File: config.mk
export PLATFORM = sky130hd
export DESIGN_NAME = gei_gpio_edge_irq
export DESIGN_NICKNAME = d
export VERILOG_FILES = /design/src/rtl/gei_pkg.sv /design/src/rtl/gei_aclink_engine.sv /design/src/rtl/gei_gpio_edge_irq.sv
export SDC_FILE = /design/constraint.sdc
export NUM_CORES = 1
export LEC_CHECK = 0
export BUFFER_PORTS_ARGS = -buffer_cell sky130_fd_sc_hd__buf_2
export CAP_MARGIN = 20
export CORE_ASPECT_RATIO = 0.6
export CORE_MARGIN = 4
export CORE_UTILIZATION = 55
export CTS_CLUSTER_SIZE = 20
export DETAILED_ROUTE_END_ITERATION = 6
export PLACE_DENSITY = 0.79
export SYNTH_ARGS = -nofsm -noshare
export SYNTH_HDL_FRONTEND = slang
export SYNTH_SLANG_ARGS = --single-unit
File: constraint.sdc
create_clock -name ref_clk -period 3.7 [get_ports ref_clk]
set_input_delay 0.185 -clock ref_clk [delete_from_list [all_inputs] [get_ports ref_clk]]
set_output_delay 0.185 -clock ref_clk [all_outputs]
set_load 0.02 [all_outputs]
File: src/rtl/gei_pkg.sv
// shared constants and types for the gpio edge interrupt unit
package gei_pkg;
    // register indices on the link
    localparam logic [6:0]  GEI_IDX_PIN_LEVEL  = 7'h5A;
    localparam logic [6:0]  GEI_IDX_PIN_DIR    = 7'h5C;
    localparam logic [6:0]  GEI_IDX_RISE_MASK  = 7'h5E;
    localparam logic [6:0]  GEI_IDX_FALL_MASK  = 7'h60;
    localparam logic [6:0]  GEI_IDX_PENDING    = 7'h62;
    localparam logic [6:0]  GEI_IDX_TOUCH_CTL  = 7'h64;

    // reset values
    localparam logic [15:0] GEI_RST_PIN_LEVEL  = 16'h0000;
    localparam logic [15:0] GEI_RST_PIN_DIR    = 16'h0000;
    localparam logic [15:0] GEI_RST_RISE_MASK  = 16'h0000;
    localparam logic [15:0] GEI_RST_FALL_MASK  = 16'h0000;
    localparam logic [15:0] GEI_RST_PENDING    = 16'h0000;
    localparam logic [15:0] GEI_RST_TOUCH_CTL  = 16'h0000;

    // field positions shared by the masks and the pending flags
    localparam int          GEI_GPIO_W         = 10;
    localparam int          GEI_SRC_W          = 15;
    localparam int          GEI_BIT_OVERFLOW   = 15;
    localparam int          GEI_BIT_SATURATION = 14;
    localparam int          GEI_BIT_XMINUS     = 13;
    localparam int          GEI_BIT_XPLUS      = 12;
    localparam int          GEI_BIT_CONV_DONE  = 11;
    localparam int          GEI_BIT_RESERVED   = 10;
    localparam logic [15:0] GEI_IRQ_BITS       = 16'hFBFF;

    // touch panel control fields
    localparam int          GEI_TCH_XMINUS_LVL = 13;
    localparam int          GEI_TCH_XPLUS_LVL  = 12;
    localparam int          GEI_TCH_BIAS       = 11;
    localparam int          GEI_TCH_OP_HI      = 9;
    localparam int          GEI_TCH_OP_LO      = 8;
    localparam logic [15:0] GEI_TCH_RW_BITS    = 16'h0FFF;

    // link frame bit counts
    localparam logic [7:0]  GEI_SLOT0_END      = 8'd15;
    localparam logic [7:0]  GEI_SLOT1_END      = 8'd35;
    localparam logic [7:0]  GEI_SLOT2_END      = 8'd55;
    localparam logic [7:0]  GEI_FRAME_LAST     = 8'd255;
    localparam logic [7:0]  GEI_OUT_BITS       = 8'd56;

    typedef enum logic [1:0] {
        GEI_LNK_IDLE = 2'b01,
        GEI_LNK_RUN  = 2'b10
    } gei_lnk_t;
endpackage

File: src/rtl/gei_aclink_engine.sv
// serial link slot engine: decodes register commands and returns read data
`timescale 1ns/1ps
module gei_aclink_engine import gei_pkg::*; (
    input  wire logic        ref_clk,
    input  wire logic        arst_n,
    input  wire logic        bitClkPin,
    input  wire logic        syncPin,
    input  wire logic        sdataOutPin,
    input  wire logic [15:0] rdData,
    output logic             sdataInPin,
    output logic             regWrStb,
    output logic             regRdStb,
    output logic [6:0]       regIdx,
    output logic [15:0]      regWrData
);
    // index 0 bit clock, 1 frame sync, 2 serial data
    logic [2:0]  pinMetaFf;
    logic [2:0]  pinSyncFf;
    logic        clkPrevFf;
    gei_lnk_t    stateFf,     nxt_state;
    logic [7:0]  cntFf,       nxt_cnt;
    logic [19:0] shiftFf,     nxt_shift;
    logic [2:0]  tagFf,       nxt_tag;
    logic        cmdRdFf,     nxt_cmdRd;
    logic [6:0]  idxFf,       nxt_idx;
    logic        syncSeenFf,  nxt_syncSeen;
    logic        respPendFf,  nxt_respPend;
    logic [6:0]  respIdxFf,   nxt_respIdx;
    logic [15:0] respDataFf,  nxt_respData;
    logic [55:0] outFrameFf,  nxt_outFrame;
    logic        sdiFf,       nxt_sdi;
    logic        wrStbFf,     nxt_wrStb;
    logic        rdStbFf,     nxt_rdStb;
    logic [15:0] wrDataFf,    nxt_wrData;
    logic        bitRise;
    logic        bitFall;

    assign bitRise = pinSyncFf[0] & ~clkPrevFf;
    assign bitFall = ~pinSyncFf[0] & clkPrevFf;

    always_comb begin
        logic [19:0] shiftIn;
        logic [7:0]  outPos;
        shiftIn      = {shiftFf[18:0], pinSyncFf[2]};
        outPos       = 8'(GEI_OUT_BITS - 8'd1 - cntFf);
        nxt_state    = stateFf;
        nxt_cnt      = cntFf;
        nxt_shift    = shiftFf;
        nxt_tag      = tagFf;
        nxt_cmdRd    = cmdRdFf;
        nxt_idx      = idxFf;
        nxt_syncSeen = syncSeenFf;
        nxt_respPend = respPendFf;
        nxt_respIdx  = respIdxFf;
        nxt_respData = respDataFf;
        nxt_outFrame = outFrameFf;
        nxt_sdi      = sdiFf;
        nxt_wrStb    = 1'b0;
        nxt_rdStb    = 1'b0;
        nxt_wrData   = wrDataFf;
        if (bitFall) begin
            nxt_syncSeen = pinSyncFf[1];
            if (pinSyncFf[1] && !syncSeenFf) begin
                // sync is raised one bit ahead of the tag slot
                nxt_state    = GEI_LNK_RUN;
                nxt_cnt      = 8'd0;
                nxt_outFrame = {1'b1, respPendFf, respPendFf, 13'h0000,
                                1'b0, respIdxFf, 12'h000, respDataFf, 4'h0};
                nxt_respPend = 1'b0;
            end else if (stateFf == GEI_LNK_RUN) begin
                nxt_shift = shiftIn;
                nxt_cnt   = 8'(cntFf + 8'd1);
                if (cntFf == GEI_SLOT0_END) begin
                    nxt_tag = shiftIn[15:13];
                end
                if (cntFf == GEI_SLOT1_END) begin
                    nxt_cmdRd = shiftIn[19];
                    nxt_idx   = shiftIn[18:12];
                end
                if (cntFf == GEI_SLOT2_END && tagFf[2] && tagFf[1]) begin
                    if (cmdRdFf) begin
                        nxt_rdStb = 1'b1;
                    end else if (tagFf[0]) begin
                        nxt_wrStb  = 1'b1;
                        nxt_wrData = shiftIn[19:4];
                    end
                end
                if (cntFf == GEI_FRAME_LAST) begin
                    nxt_state = GEI_LNK_IDLE;
                end
            end
        end
        // read answer rides in the next frame
        if (rdStbFf) begin
            nxt_respPend = 1'b1;
            nxt_respIdx  = idxFf;
            nxt_respData = rdData;
        end
        if (bitRise) begin
            nxt_sdi = (stateFf == GEI_LNK_RUN && cntFf < GEI_OUT_BITS) ? outFrameFf[outPos[5:0]] : 1'b0;
        end
    end

    always_ff @(posedge ref_clk or negedge arst_n) begin
        if (!arst_n) begin
            pinMetaFf  <= 3'h0;
            pinSyncFf  <= 3'h0;
            clkPrevFf  <= 1'b0;
            stateFf    <= GEI_LNK_IDLE;
            cntFf      <= 8'h00;
            shiftFf    <= 20'h00000;
            tagFf      <= 3'h0;
            cmdRdFf    <= 1'b0;
            idxFf      <= 7'h00;
            syncSeenFf <= 1'b0;
            respPendFf <= 1'b0;
            respIdxFf  <= 7'h00;
            respDataFf <= 16'h0000;
            outFrameFf <= 56'h00000000000000;
            sdiFf      <= 1'b0;
            wrStbFf    <= 1'b0;
            rdStbFf    <= 1'b0;
            wrDataFf   <= 16'h0000;
        end else begin
            pinMetaFf  <= {sdataOutPin, syncPin, bitClkPin};
            pinSyncFf  <= pinMetaFf;
            clkPrevFf  <= pinSyncFf[0];
            stateFf    <= nxt_state;
            cntFf      <= nxt_cnt;
            shiftFf    <= nxt_shift;
            tagFf      <= nxt_tag;
            cmdRdFf    <= nxt_cmdRd;
            idxFf      <= nxt_idx;
            syncSeenFf <= nxt_syncSeen;
            respPendFf <= nxt_respPend;
            respIdxFf  <= nxt_respIdx;
            respDataFf <= nxt_respData;
            outFrameFf <= nxt_outFrame;
            sdiFf      <= nxt_sdi;
            wrStbFf    <= nxt_wrStb;
            rdStbFf    <= nxt_rdStb;
            wrDataFf   <= nxt_wrData;
        end
    end

    assign sdataInPin = sdiFf;
    assign regWrStb   = wrStbFf;
    assign regRdStb   = rdStbFf;
    assign regIdx     = idxFf;
    assign regWrData  = wrDataFf;
endmodule

File: src/rtl/gei_gpio_edge_irq.sv
// gpio port with edge interrupt unit and touch panel control, reached over the serial link
//
// Notes on behaviour
// - pin-level read returns sensed pin levels
// - written level drives only output pins
// - direction bit one makes pin output
// - direction and level registers reset to zero
// - rising enables for five non-pin sources
// - falling enables for five non-pin sources
// - rising enables for the ten pins
// - falling enables for the ten pins
// - conversion done is source bit eleven
// - bit ten reserved, reads zero
// - pending read shows latched status flags
// - write one clears a non-pin flag
// - write one clears each pin flag
// - masks, flags, touch control reset zero
// - touch bit thirteen shows x-minus level
// - touch bit twelve shows x-plus level
// - touch bit eleven enables panel bias
// - touch bits nine-eight select operation
`timescale 1ns/1ps
module gei_gpio_edge_irq import gei_pkg::*; (
    input  wire logic        ref_clk,
    input  wire logic        arst_n,
    input  wire logic        bitClkPin,
    input  wire logic        syncPin,
    input  wire logic        sdataOutPin,
    output logic             sdataInPin,
    input  wire logic [9:0]  gpioPinIn,
    output logic [9:0]       gpioPinOut,
    output logic [9:0]       gpioPinOeN,
    input  wire logic        rangeExceedFlag,
    input  wire logic        audioSaturationFlag,
    input  wire logic        touchXMinusPin,
    input  wire logic        touchXPlusPin,
    input  wire logic        convDone,
    output logic             irqOut,
    output logic             touchBiasEn,
    output logic [1:0]       touchOpSelect
);
    logic                 regWrStb;
    logic                 regRdStb;
    logic [6:0]           regIdx;
    logic [15:0]          regWrData;
    logic [15:0]          rdData;

    logic [GEI_SRC_W-1:0] srcMetaFf;
    logic [GEI_SRC_W-1:0] srcSyncFf;
    logic [GEI_SRC_W-1:0] srcPrevFf;
    logic [15:0]          srcLvl;
    logic [15:0]          srcPrev;
    logic [15:0]          riseHit;
    logic [15:0]          fallHit;

    logic [9:0]           levelFf,     nxt_level;
    logic [9:0]           dirFf,       nxt_dir;
    logic [15:0]          riseMaskFf,  nxt_riseMask;
    logic [15:0]          fallMaskFf,  nxt_fallMask;
    logic [15:0]          pendFf,      nxt_pend;
    logic [15:0]          touchCtlFf,  nxt_touchCtl;
    logic                 irqFf,       nxt_irq;

    gei_aclink_engine u_link (
        .ref_clk     (ref_clk),
        .arst_n      (arst_n),
        .bitClkPin   (bitClkPin),
        .syncPin     (syncPin),
        .sdataOutPin (sdataOutPin),
        .rdData      (rdData),
        .sdataInPin  (sdataInPin),
        .regWrStb    (regWrStb),
        .regRdStb    (regRdStb),
        .regIdx      (regIdx),
        .regWrData   (regWrData)
    );

    // all event sources are asynchronous to ref_clk; edges are taken from the second stage
    always_ff @(posedge ref_clk or negedge arst_n) begin
        if (!arst_n) begin
            srcMetaFf <= '0;
            srcSyncFf <= '0;
            srcPrevFf <= '0;
        end else begin
            srcMetaFf <= {rangeExceedFlag, audioSaturationFlag, touchXMinusPin, touchXPlusPin,
                          convDone, gpioPinIn};
            srcSyncFf <= srcMetaFf;
            srcPrevFf <= srcSyncFf;
        end
    end

    // bit ten holds no source
    assign srcLvl  = {srcSyncFf[14:10], 1'b0, srcSyncFf[9:0]};
    assign srcPrev = {srcPrevFf[14:10], 1'b0, srcPrevFf[9:0]};

    genvar gi;
    generate
        for (gi = 0; gi < 16; gi++) begin : g_edge
            assign riseHit[gi] = srcLvl[gi] & ~srcPrev[gi] & riseMaskFf[gi];
            assign fallHit[gi] = ~srcLvl[gi] & srcPrev[gi] & fallMaskFf[gi];
        end
    endgenerate

    always_comb begin
        logic [15:0] clrBits;
        logic        wrHit;
        clrBits      = 16'h0000;
        wrHit        = regWrStb;
        nxt_level    = levelFf;
        nxt_dir      = dirFf;
        nxt_riseMask = riseMaskFf;
        nxt_fallMask = fallMaskFf;
        nxt_touchCtl = touchCtlFf;
        if (wrHit) begin
            case (regIdx)
                GEI_IDX_PIN_LEVEL: nxt_level    = regWrData[GEI_GPIO_W-1:0];
                GEI_IDX_PIN_DIR:   nxt_dir      = regWrData[GEI_GPIO_W-1:0];
                GEI_IDX_RISE_MASK: nxt_riseMask = regWrData & GEI_IRQ_BITS;
                GEI_IDX_FALL_MASK: nxt_fallMask = regWrData & GEI_IRQ_BITS;
                GEI_IDX_PENDING:   clrBits      = regWrData & GEI_IRQ_BITS;
                GEI_IDX_TOUCH_CTL: nxt_touchCtl = regWrData & GEI_TCH_RW_BITS;
                default: ;
            endcase
        end
        // a new edge in the clearing cycle wins over the clear
        nxt_pend = ((pendFf & ~clrBits) | riseHit | fallHit) & GEI_IRQ_BITS;
        nxt_irq  = |nxt_pend;
    end

    always_ff @(posedge ref_clk or negedge arst_n) begin
        if (!arst_n) begin
            levelFf    <= GEI_RST_PIN_LEVEL[GEI_GPIO_W-1:0];
            dirFf      <= GEI_RST_PIN_DIR[GEI_GPIO_W-1:0];
            riseMaskFf <= GEI_RST_RISE_MASK;
            fallMaskFf <= GEI_RST_FALL_MASK;
            pendFf     <= GEI_RST_PENDING;
            touchCtlFf <= GEI_RST_TOUCH_CTL;
            irqFf      <= 1'b0;
            gpioPinOut <= 10'h000;
            gpioPinOeN <= 10'h3FF;
            touchBiasEn   <= 1'b0;
            touchOpSelect <= 2'h0;
        end else begin
            levelFf    <= nxt_level;
            dirFf      <= nxt_dir;
            riseMaskFf <= nxt_riseMask;
            fallMaskFf <= nxt_fallMask;
            pendFf     <= nxt_pend;
            touchCtlFf <= nxt_touchCtl;
            irqFf      <= nxt_irq;
            gpioPinOut <= nxt_level;
            gpioPinOeN <= ~nxt_dir;
            touchBiasEn   <= nxt_touchCtl[GEI_TCH_BIAS];
            touchOpSelect <= nxt_touchCtl[GEI_TCH_OP_HI:GEI_TCH_OP_LO];
        end
    end

    assign irqOut = irqFf;

    // read data is sampled by the link engine in the strobe cycle
    always_comb begin
        rdData = 16'h0000;
        case (regIdx)
            GEI_IDX_PIN_LEVEL: rdData = {6'h00, srcSyncFf[GEI_GPIO_W-1:0]};
            GEI_IDX_PIN_DIR:   rdData = {6'h00, dirFf};
            GEI_IDX_RISE_MASK: rdData = riseMaskFf;
            GEI_IDX_FALL_MASK: rdData = fallMaskFf;
            GEI_IDX_PENDING:   rdData = pendFf;
            GEI_IDX_TOUCH_CTL: begin
                rdData = touchCtlFf;
                rdData[GEI_TCH_XMINUS_LVL] = srcSyncFf[GEI_BIT_XMINUS - 1];
                rdData[GEI_TCH_XPLUS_LVL]  = srcSyncFf[GEI_BIT_XPLUS - 1];
            end
            default: rdData = 16'h0000;
        endcase
    end

    chk_level_read: assert property (@(posedge ref_clk) disable iff (!arst_n)
        (regRdStb && regIdx == GEI_IDX_PIN_LEVEL) |-> rdData == {6'h00, srcSyncFf[9:0]})
        else $error("pin level read does not show sensed pins");

    chk_level_drive: assert property (@(posedge ref_clk) disable iff (!arst_n)
        (regWrStb && regIdx == GEI_IDX_PIN_LEVEL) |=> gpioPinOut == $past(regWrData[9:0]))
        else $error("written level not driven on pins");

    chk_dir_enable: assert property (@(posedge ref_clk) disable iff (!arst_n)
        (regWrStb && regIdx == GEI_IDX_PIN_DIR) |=> gpioPinOeN == ~$past(regWrData[9:0]))
        else $error("direction write did not steer output enables");

    chk_rise_set: assert property (@(posedge ref_clk) disable iff (!arst_n)
        (|riseHit) |=> ((pendFf & $past(riseHit)) == $past(riseHit)) && irqOut)
        else $error("enabled rising edge did not set its flag");

    chk_fall_set: assert property (@(posedge ref_clk) disable iff (!arst_n)
        (|fallHit) |=> ((pendFf & $past(fallHit)) == $past(fallHit)) && irqOut)
        else $error("enabled falling edge did not set its flag");

    chk_reserved_zero: assert property (@(posedge ref_clk) disable iff (!arst_n)
        !pendFf[GEI_BIT_RESERVED] && !riseMaskFf[GEI_BIT_RESERVED] && !fallMaskFf[GEI_BIT_RESERVED])
        else $error("reserved bit ten became set");

    chk_pend_clear: assert property (@(posedge ref_clk) disable iff (!arst_n)
        (regWrStb && regIdx == GEI_IDX_PENDING && !(|riseHit) && !(|fallHit))
        |=> pendFf == ($past(pendFf) & ~$past(regWrData)))
        else $error("write one did not clear exactly the written flags");

    chk_pend_hold: assert property (@(posedge ref_clk) disable iff (!arst_n)
        !(regWrStb && regIdx == GEI_IDX_PENDING) |=> (pendFf & $past(pendFf)) == $past(pendFf))
        else $error("pending flag dropped without a clear");

    chk_irq_level: assert property (@(posedge ref_clk) disable iff (!arst_n)
        irqOut == (|pendFf))
        else $error("interrupt output disagrees with pending flags");

    chk_bias_write: assert property (@(posedge ref_clk) disable iff (!arst_n)
        (regWrStb && regIdx == GEI_IDX_TOUCH_CTL)
        |=> touchBiasEn == $past(regWrData[11]) && touchOpSelect == $past(regWrData[9:8]))
        else $error("touch control write not applied");

    // pin flags clear one by one, each by its own bit
    chk_pin_clear: assert property (@(posedge ref_clk) disable iff (!arst_n)
        (regWrStb && regIdx == GEI_IDX_PENDING && riseHit[9:0] == 10'h000 && fallHit[9:0] == 10'h000)
        |=> pendFf[9:0] == ($past(pendFf[9:0]) & ~$past(regWrData[9:0])))
        else $error("pin flag clear did not follow the written ones");

    chk_pend_read: assert property (@(posedge ref_clk) disable iff (!arst_n)
        (regRdStb && regIdx == GEI_IDX_PENDING) |-> rdData == pendFf)
        else $error("pending read does not show latched flags");

    chk_xminus_read: assert property (@(posedge ref_clk) disable iff (!arst_n)
        (regRdStb && regIdx == GEI_IDX_TOUCH_CTL) |-> rdData[13] == srcLvl[GEI_BIT_XMINUS])
        else $error("touch read does not show x-minus level");

    chk_xplus_read: assert property (@(posedge ref_clk) disable iff (!arst_n)
        (regRdStb && regIdx == GEI_IDX_TOUCH_CTL) |-> rdData[12] == srcLvl[GEI_BIT_XPLUS])
        else $error("touch read does not show x-plus level");

    chk_op_follow: assert property (@(posedge ref_clk) disable iff (!arst_n)
        touchOpSelect == touchCtlFf[9:8])
        else $error("operation select differs from stored field");

    chk_conv_rise: assert property (@(posedge ref_clk) disable iff (!arst_n)
        (srcLvl[GEI_BIT_CONV_DONE] && !srcPrev[GEI_BIT_CONV_DONE] && riseMaskFf[11]) |=> pendFf[11])
        else $error("conversion done edge did not set its flag");

    chk_gpio_rise: assert property (@(posedge ref_clk) disable iff (!arst_n)
        (riseHit[9:0] != 10'h000) |=> (pendFf[9:0] & $past(riseHit[9:0])) == $past(riseHit[9:0]))
        else $error("pin rising edge did not set its flag");

    chk_gpio_fall: assert property (@(posedge ref_clk) disable iff (!arst_n)
        (fallHit[9:0] != 10'h000) |=> (pendFf[9:0] & $past(fallHit[9:0])) == $past(fallHit[9:0]))
        else $error("pin falling edge did not set its flag");

    chk_rise_write: assert property (@(posedge ref_clk) disable iff (!arst_n)
        (regWrStb && regIdx == GEI_IDX_RISE_MASK) |=> riseMaskFf == ($past(regWrData) & GEI_IRQ_BITS))
        else $error("rising mask write not stored");

    chk_fall_write: assert property (@(posedge ref_clk) disable iff (!arst_n)
        (regWrStb && regIdx == GEI_IDX_FALL_MASK) |=> fallMaskFf == ($past(regWrData) & GEI_IRQ_BITS))
        else $error("falling mask write not stored");

    chk_level_store: assert property (@(posedge ref_clk) disable iff (!arst_n)
        gpioPinOut == levelFf)
        else $error("pin drive differs from stored level");

    chk_oe_follow: assert property (@(posedge ref_clk) disable iff (!arst_n)
        gpioPinOeN == ~dirFf)
        else $error("output enables differ from direction bits");
endmodule

==> metrics.txt, run 1 <==
result of the run finished, final reports clean; H-tree levels 1; commonest non-fill, non-tap cell in the layout dfrtp_1; Yosys warning count 0; clk_lat worst skew 510 ps; die area 0.0206 mm^2; vias in the first global route 6483; # Max-Cap Violations 0; DRT Wirelength 22600 um; Post-synth top flop dfrtp_1; GRT busiest layer met1; Final nets 806; DRC 0; share of layout cells above drive strength 1 0.336; post-detail-place hpwl 14800 um; CTS-repair resized insts 0; Critical Path AT 3460 ps; CTS Buf Count 23; global-route wire length before repair 36100 um; synthesized net count 743; GRT Resource Usage Total 0.222; Clock transition at path regs 70 ps; final core occ 0.654; Synth top area share 0.593; slew margin rel. 0.295; 1st-iter DRT viols 511; clk root buf clkbuf_16; Final Max Tran Viols 0; Final Hold Viols 0; Final setup viols 0; CTS tree done; mapped cell area 0.0100 mm^2; worst-margin pin slew 1040 ps; GR Layer Usage met2 0.333; Worst Setup End Kind flip-flop; ant diodes 0; chip width 182 um; Setup Crit Path Kind flip-flop to flip-flop; via count 6140; crit path time final 3100 ps; WL/cell 21.9 um; setup skew after layout 15.3 ps; core region area 0.0175 mm^2; highest-count cells in the layout ignoring fill and taps dfrtp_1 (238), mux2_2 (138), buf_2 (43), nand2_1 (38), inv_1 (29); Synth Instances 720; unrepaired setup endpoints after global routing false; fin crit share 0.837; initial core utilization 0.574; pre-CTS WS 795 ps; post-synth cell types 61; EDFF count, synth 0; CP Launch Type flip-flop; Avg Cell Area, Syn 14.0 um^2; initial antenna violation count 0; fmax 323 MHz; remaining antenna violation count 0; Synth area leaders dfrtp_1 (59%), mux2_2 (15%), dfstp_2 (2.9%), mux2i_1 (1.5%), nand2_1 (1.4%); CTS sink cnt 249; Tot Pwr 5.56 mW; Pleak 5.52 nW; DRT Pass-1 Iters 5; Final Instance Count excl. Fillers 1034; DP Cell Count 972; Longest Clk Path Bufs 3; pin count of the biggest net entering global routing 129; grt met3 use 0.0525; GRT met1 Usage 0.335; Syn-to-layout area delta 14.0%; pwr dens 486 mW/mm^2; row cnt 37; hold crit path type primary input to flip-flop; CP max FO 14; post-synthesis sequential area ratio 0.622; area leader, netlist dfrtp_1; IO buf count 44; setup TNS 0 ps; Die H 113 um; worst setup margin 604 ps; RePlAce Congestion 0.893; FFs w/ async S/R, synth 1.00; vias per std cell 5.94; Peak VDD IR 344 uV; io pins 45; Worst EP required 4070 ps; Yosys reg bits 249; global route overflow 0
==> report_power, final <==
group | switching, mW | internal (mW) | leakage, nW
combinational | 0.190 | 0.146 | 1.85
clock | 1.01 | 1.33 | 0.374
sequential | 0.0653 | 2.82 | 3.29
total | 1.27 | 4.30 | 5.52
==> worst max-delay path, stage by stage (launching register included) <==
cell	delay (ps)
dfrtp_1	700
and4bb_1	600
nand2_1	320
a2111oi_0	620
nand4b_1	170
or4b_1	540
==> path summary, 6_finish.rpt <==
path	start	endpoint	slack (ps)	cells after the start
worst max-delay path	u_link.regIdx[2]	irqOut	600	5
worst min-delay path	sdataOutPin	u_link.pinMetaFf[2]	310	2
worst max register to register	u_link.regIdx[2]	irqOut	600	5
worst min register to register	srcMetaFf[1]	srcSyncFf[1]	340	0
max in group asynchronous	arst_n	gpioPinOeN[0]	2300	3
min in group asynchronous	arst_n	srcSyncFf[14]	320	2
==> cells in the mapped netlist, types with 4 or more instances <==
cell,count
clkbuf_1,24
nor4_1,4
o22ai_1,5
nor2_1,20
nand3_1,12
nand2b_1,6
a21oi_1,14
nand2_1,38
a21o_1,16
buf_4,4
o221ai_1,8
dfrtp_1,238
mux2i_1,15
mux2_2,138
a221oi_1,10
dfstp_2,11
o2bb2ai_1,10
buf_2,6
mux2_4,9
inv_1,29
nand3b_1,18
o21ai_0,21
==> metal layers <==
layer  vias up  wire (um)
met3        32       1720
li1       2721          -
met4         0        397
met5         -          0
met1      3158      10500
met2       229       9970
==> state kept, by name, indices dropped and copies added, names as in the netlist, 16 cells and up <==
signal / flops
u_link.shiftFf: 19
u_link.regWrData: 16
u_link.outFrameFf: 25
u_link.respDataFf: 16
==> logic make-up (layout without fill, tap and decap cells) <==
kind of cell    count (synthesis)  count (layout)  share of synthesized area
flops                         249             249                      0.622
mux                           167             167                      0.192
simple gates                  128             128                     0.0774
compound gates                105             105                     0.0747
buf+inv                        67             147                     0.0295
fa+ha+maj                       3               3                    0.00374
xor+xnor                        1               1                   0.000872
==> metrics by stage <==
step                      cell area, um^2  hold WS, ps
after CTS                           11400          299
after global routing                11500          311
after detailed placement            10500          294
after floorplan                     10000         -111
after global placement              10500          292
final                               11500          312
==> final cells by class <==
cell class | count | area [um^2]
clock buffers | 28 | 614
multi-input cells | 404 | 3510
well taps | 234 | 293
repair buffers | 76 | 551
flip-flops and latches | 249 | 6240
clock inverters | 14 | 130
fillers | 1224 | 6050
inverters | 29 | 109
==> what timing repair did <==
action / in CTS / in global routing
hold endpoints to repair: 138 / 0
buffers inserted: 0 / 0
endpoints found under the setup margin: 0 / 0
hold buffers: 19 / 0
(Power assumes the default switching activity.)
==> run 2, diff against run 1 <==
--- a/config.mk
+++ b/config.mk
@@ -12,7 +12,7 @@
 export CORE_UTILIZATION = 55
 export CTS_CLUSTER_SIZE = 20
 export DETAILED_ROUTE_END_ITERATION = 6
-export PLACE_DENSITY = 0.79
+export PLACE_DENSITY = 0.82
 export SYNTH_ARGS = -nofsm -noshare
 export SYNTH_HDL_FRONTEND = slang
 export SYNTH_SLANG_ARGS = --single-unit
==> constraint.sdc (replaced) <==
create_clock -name ref_clk -period 2.8 [get_ports ref_clk]
set_input_delay 0.14 -clock ref_clk [delete_from_list [all_inputs] [get_ports ref_clk]]
set_output_delay 0.14 -clock ref_clk [all_outputs]
set_load 0.02 [all_outputs]
==> run 2 against run 1 <==
Combinational power increased by 32%. Largest power group unchanged. Largest cell class unchanged. Core utilization increased by 0.51 points. Non-clock buffer count increased by 6. Wire length decreased by 2.1%. Sequential share of layout area decreased by 0.42 points. Clock power increased by 38%.
==> metrics.txt, run 2 (synthesis gave the netlist of run 1 again) <==
result of the run finished, final reports clean; ant diodes 0 (unchanged); Worst Setup End Kind flip-flop; DRC 0 (unchanged); Setup Crit Path Kind flip-flop to flip-flop; Final Max Tran Viols 0 (unchanged); DRT Wirelength 22100 um (-2.1%); # Max-Cap Violations 0 (unchanged); fmax 368 MHz (+14%); crit path time final 2720 ps (-381 ps); clk_lat worst skew 500 ps (about the same); CTS tree done; Design Area, Final 0.0115 mm^2 (+0.78%); Final Instance Count excl. Fillers 1038 (+0.39%); DRT Pass-1 Iters 5 (unchanged); pre-CTS WS 181 ps (-614 ps); Placed Area 0.0106 mm^2 (+0.74%); die area 0.0206 mm^2 (unchanged); row cnt 37 (unchanged); vias in the first global route 6550 (+1.0%); setup TNS 0 ps (unchanged); Peak VDD IR 627 uV (+83%); io pins 45 (unchanged); initial core utilization 0.574 (unchanged); H-tree levels 1 (unchanged); max reg flops 25 (unchanged); Die H 113 um (unchanged); most flop-heavy register u_link.outFrameFf; pwr dens 650 mW/mm^2 (+34%); hold crit path type primary input to async pin; highest-count cells in the layout ignoring fill and taps dfrtp_1 (238), mux2_2 (138), buf_2 (43), nand2_1 (38), inv_1 (29); Pleak 5.56 nW (+0.81%); slowest CP cell a2111oi_1; GRT Resource Usage Total 0.219 (-0.00296); DP Cell Count 979 (+0.72%); CP peak stage delay 690 ps (about the same); via count 6250 (+1.8%); Final nets 811 (+0.62%); Syn-to-layout area delta 14.9%; global route overflow 0 (unchanged); CP max FO 7 (-7); fill cell count 1205 (-1.6%); vias per std cell 6.02 (+1.4%); CP Launch Type flip-flop; IO buf count 44 (unchanged); unrepaired setup endpoints after global routing false; Largest regs u_link.outFrameFf: 25 flops, u_link.shiftFf: 19 flops; Tot Pwr 7.50 mW (+35%); post-detail-place hpwl 14900 um (+0.44%); setup skew after layout 7.68 ps (-7.59 ps); worst-margin pin slew 738 ps (-306 ps); 1st-iter DRT viols 635 (+24%); worst setup margin 84.9 ps (-519 ps); clk root buf clkbuf_16; chip width 182 um (unchanged); CTS sink cnt 249 (unchanged); slew margin rel. 0.508 (+0.213); Longest Clk Path Bufs 3 (unchanged); remaining antenna violation count 0 (unchanged); RePlAce Congestion 0.876 (-2.0%); core region area 0.0175 mm^2 (unchanged); CTS Buf Count 22 (-4.3%); CP cell instances and4bb_1 -> nand2_1 -> a2111oi_1 -> nand4b_1 -> or4b_1; commonest non-fill, non-tap cell in the layout dfrtp_1; pin count of the biggest net entering global routing 96 (-26%); fin crit share 0.970 (+0.133); Final Hold Viols 0 (unchanged); Final setup viols 0 (unchanged); Critical Path AT 3080 ps (-380 ps); R2R Setup Slk 80 ps (-520 ps); share of layout cells above drive strength 1 0.341 (+0.00455); Worst EP required 3170 ps (-900 ps); global-route wire length before repair 36000 um (-0.27%); Clock transition at path regs 70 ps (about the same); WL/cell 21.3 um (-2.5%); initial antenna violation count 1 (+1)
run 2: final cells by class:
| class | count | area, um^2 | share of cell area |
|---|---|---|---|
| flip-flops and latches | 249 | 6240 | 0.541 |
| multi-input cells | 404 | 3510 | 0.304 |
| clock buffers | 27 | 611 | 0.0529 |
| repair buffers | 82 | 601 | 0.0520 |
| well taps | 234 | 293 | 0.0254 |
| clock inverters | 13 | 171 | 0.0149 |
| inverters | 29 | 109 | 0.00943 |
run 2: per-layer routing:
| metal | routed length, um | GRT usage | part of all wire | vias to the layer above |
|---|---|---|---|---|
| li1 | - | - | - | 2723 |
| met1 | 9990 | 0.325 | 0.45 | 3218 |
| met2 | 9910 | 0.331 | 0.45 | 258 |
| met3 | 1720 | 0.0466 | 0.078 | 49 |
| met4 | 500 | 0.0610 | 0.023 | 2 |
| met5 | 17 | 0 | 0.00077 | - |
run 2: power breakdown:
part	internal [mW]	switching, mW	total (mW)
logic	0.193	0.249	0.442
clock network	1.93	1.32	3.25
registers	3.72	0.0902	3.81
run 2: final timing paths:
check                                 endpoint  cells after the start        startpoint
hold / removal                   touchCtlFf[9]                      2            arst_n
setup reg to reg                        irqOut                      5  u_link.regIdx[0]
min in group ref_clk       u_link.pinMetaFf[0]                      2         bitClkPin
max in group asynchronous        gpioPinOeN[0]                      3            arst_n
setup / recovery                        irqOut                      5  u_link.regIdx[0]
hold reg to reg                   srcSyncFf[4]                      0      srcMetaFf[4]
run 2: timing repair:
item	in CTS	in global routing
resized for setup	0	1
hold buffers	19	0
setup buffers	0	0
endpoints found under the setup margin	0	1
endpoints found under the hold margin	106	0
run 2: metrics by stage:
stage / hold WS, ps / util
after floorplan: -156 / -
after global placement: 206 / 0.604
after detailed placement: 221 / 0.604
after CTS: 254 / 0.659
after global routing: 263 / 0.659
final: 247 / 0.659
run 2: critical path: cells and delay by family, from the launching register on:
family / cells / cell delay [ps]
simple gates: 4 / 1400
compound gates: 1 / 690
flops: 1 / 490
==> run 3, diff against run 2 <==
--- a/config.mk
+++ b/config.mk
@@ -12,7 +12,9 @@
 export CORE_UTILIZATION = 55
 export CTS_CLUSTER_SIZE = 20
 export DETAILED_ROUTE_END_ITERATION = 6
-export PLACE_DENSITY = 0.82
+export MAX_ROUTING_LAYER = met4
+export PLACE_DENSITY = 0.79
+export SLEW_MARGIN = 40
 export SYNTH_ARGS = -nofsm -noshare
 export SYNTH_HDL_FRONTEND = slang
 export SYNTH_SLANG_ARGS = --single-unit
==> constraint.sdc (replaced) <==
create_clock -name ref_clk -period 3.3 [get_ports ref_clk]
set_input_delay 0.165 -clock ref_clk [delete_from_list [all_inputs] [get_ports ref_clk]]
set_output_delay 0.165 -clock ref_clk [all_outputs]
set_load 0.02 [all_outputs]
==> run 3 against run 2 <==
Die area unchanged. Count of clock-buffer cells in the layout increased by 9. Global-route usage increased by 0.80 points. Critical path depth unchanged.
==> metrics.txt, run 3 (synthesis gave the netlist of run 1 again) <==
CP cell instances and4bb_1 -> nand2_1 -> a2111oi_0 -> nand4b_1 -> or4b_1; global route overflow 0 (unchanged); ant diodes 0 (unchanged); Setup Crit Path Kind flip-flop to flip-flop; clk root buf clkbuf_16; Worst EP required 3670 ps (+500 ps); clk_lat worst skew 520 ps (+20 ps); GRT Resource Usage Total 0.227 (+0.00805); combinational power share 0.053 (-0.006); Pleak 5.52 nW (-0.68%); 1st-iter DRT viols 573 (-9.8%); Die H 113 um (unchanged); R2R Setup Slk 600 ps (+520 ps); via count 6156 (-1.5%); Final nets 810 (-0.12%); pre-CTS WS 692 ps (+512 ps); IO buf count 44 (unchanged); RR Endpoint irqOut; DRT Pass-1 Iters 5 (unchanged); global-route wire length before repair 35900 um (-0.19%); die area 0.0206 mm^2 (unchanged); Peak VDD IR 378 uV (-40%); DRT Wirelength 22300 um (+0.71%); chip width 182 um (unchanged); unrepaired setup endpoints after global routing false; row cnt 37 (unchanged); CTS-repair resized insts 0 (unchanged); initial core utilization 0.574 (unchanged); initial antenna violation count 0 (-1); Sw Share 0.228 (+0.00766); worst reg2reg path depth 5 (unchanged); final core occ 0.656 (-0.00343); hold crit path type primary input to async pin; NetSw 1.41 mW (-15%); # Max-Cap Violations 0 (unchanged); Final setup viols 0 (unchanged); WL/cell 21.5 um (+0.71%); Flop pwr share 0.528 (+0.020); Internal 4.77 mW (-18%); pin count of the biggest net entering global routing 119 (+24%); Clock transition at path regs 70 ps (about the same); crit path time final 2700 ps (-17.3 ps); Setup Buffers After CTS 0 (unchanged); setup skew after layout 21.5 ps (+13.8 ps); CP peak stage delay 600 ps (-90 ps); worst setup margin 602 ps (+517 ps); Final Max Tran Viols 0 (unchanged); worst-margin pin slew 781 ps (+43.0 ps); fill cell count 1256 (+4.2%); remaining antenna violation count 0 (unchanged); DRC 0 (unchanged); setup TNS 0 ps (unchanged); slew margin rel. 0.478 (-0.0299); Syn-to-layout area delta 14.3%; clock share of power 0.419 (-0.014); Final Instance Count excl. Fillers 1038 (unchanged); share of layout cells above drive strength 1 0.336 (-0.00498); result of the run finished, final reports clean; vias per std cell 5.93 (-1.5%); highest-count cells in the layout ignoring fill and taps dfrtp_1 (238), mux2_2 (138), buf_2 (43), nand2_1 (38), inv_1 (29); H-tree levels 1 (unchanged); RePlAce Congestion 0.885 (+1.0%); CP max FO 11 (+4); vias in the first global route 6446 (-1.6%); reg2reg start u_link.regIdx[0]; slowest CP cell a2111oi_0; CP Launch Type flip-flop; commonest non-fill, non-tap cell in the layout dfrtp_1; pwr dens 539 mW/mm^2 (-17%); max reg flops 25 (unchanged); worst hold slack 127 ps (-120 ps); most flop-heavy register u_link.outFrameFf; io pins 45 (unchanged); CTS sink cnt 249 (unchanged); Critical Path AT 3070 ps (about the same); Worst Setup End Kind flip-flop; Longest Clk Path Bufs 3 (unchanged); DP Cell Count 976 (-0.31%); core region area 0.0175 mm^2 (unchanged); Largest regs u_link.outFrameFf: 25 flops, u_link.shiftFf: 19 flops; Final Hold Viols 0 (unchanged); fin crit share 0.818 (-0.152); CTS Buf Count 23 (+4.5%); fmax 371 MHz (+0.64%); post-detail-place hpwl 14800 um (-0.66%); CTS tree done
run 3: area by class of cell:
cell class	count	area, um^2	area share
Clock buffer	36	694	0.0605
Multi-Input combinational cell	404	3520	0.306
Inverter	29	109	0.00948
Tap cell	234	293	0.0255
Sequential cell	249	6240	0.544
Timing Repair Buffer	80	581	0.0506
Clock inverter	6	42.5	0.00371
run 3: critical path, delay by kind of cell (launching register included):
kind	cells	cell delay, ps
flip-flops	1	510
AO/OA/AOI/OAI	1	600
AND/OR/NAND/NOR	4	1430
run 3: what timing repair did:
action	CTS	global route
setup endpoints to repair	0	0
endpoints found under the hold margin	128	0
hold buffers	19	0
run 3: power by group through the flow:
stage | sequential, mW | combinational (mW) | clock [mW]
final | 3.26 | 0.328 | 2.59
after global routing | 3.28 | 0.369 | 2.77
after CTS | 3.26 | 0.330 | 2.63
after detailed placement | 3.32 | 0.313 | 0
after global placement | 3.31 | 0.299 | 0
after floorplan | 3.27 | 0.205 | 0
run 3: layer usage:
layer  GRT usage  wire length, um
met1       0.345            10600
met2       0.318             9640
met3      0.0538             1710
met4      0.0395              327
met5           -                0
run 3: through the flow:
step	instance area [um^2]	power, mW
floorplan	10000	3.48
global placement	10500	3.61
detailed placement	10500	3.63
CTS	11400	6.22
global route	11500	6.42
finish	11500	6.18
run 3: how the worst max path moves through the flow:
stage	startpoint	end	slack, ps
CTS	u_link.regIdx[0]	irqOut	650
floorplan	u_link.pinSyncFf[0]	u_link.regWrData[10]	1270
global placement	u_link.regIdx[0]	irqOut	830
finish	u_link.regIdx[0]	irqOut	600
detailed placement	u_link.regIdx[0]	irqOut	690
global route	u_link.regIdx[0]	irqOut	470
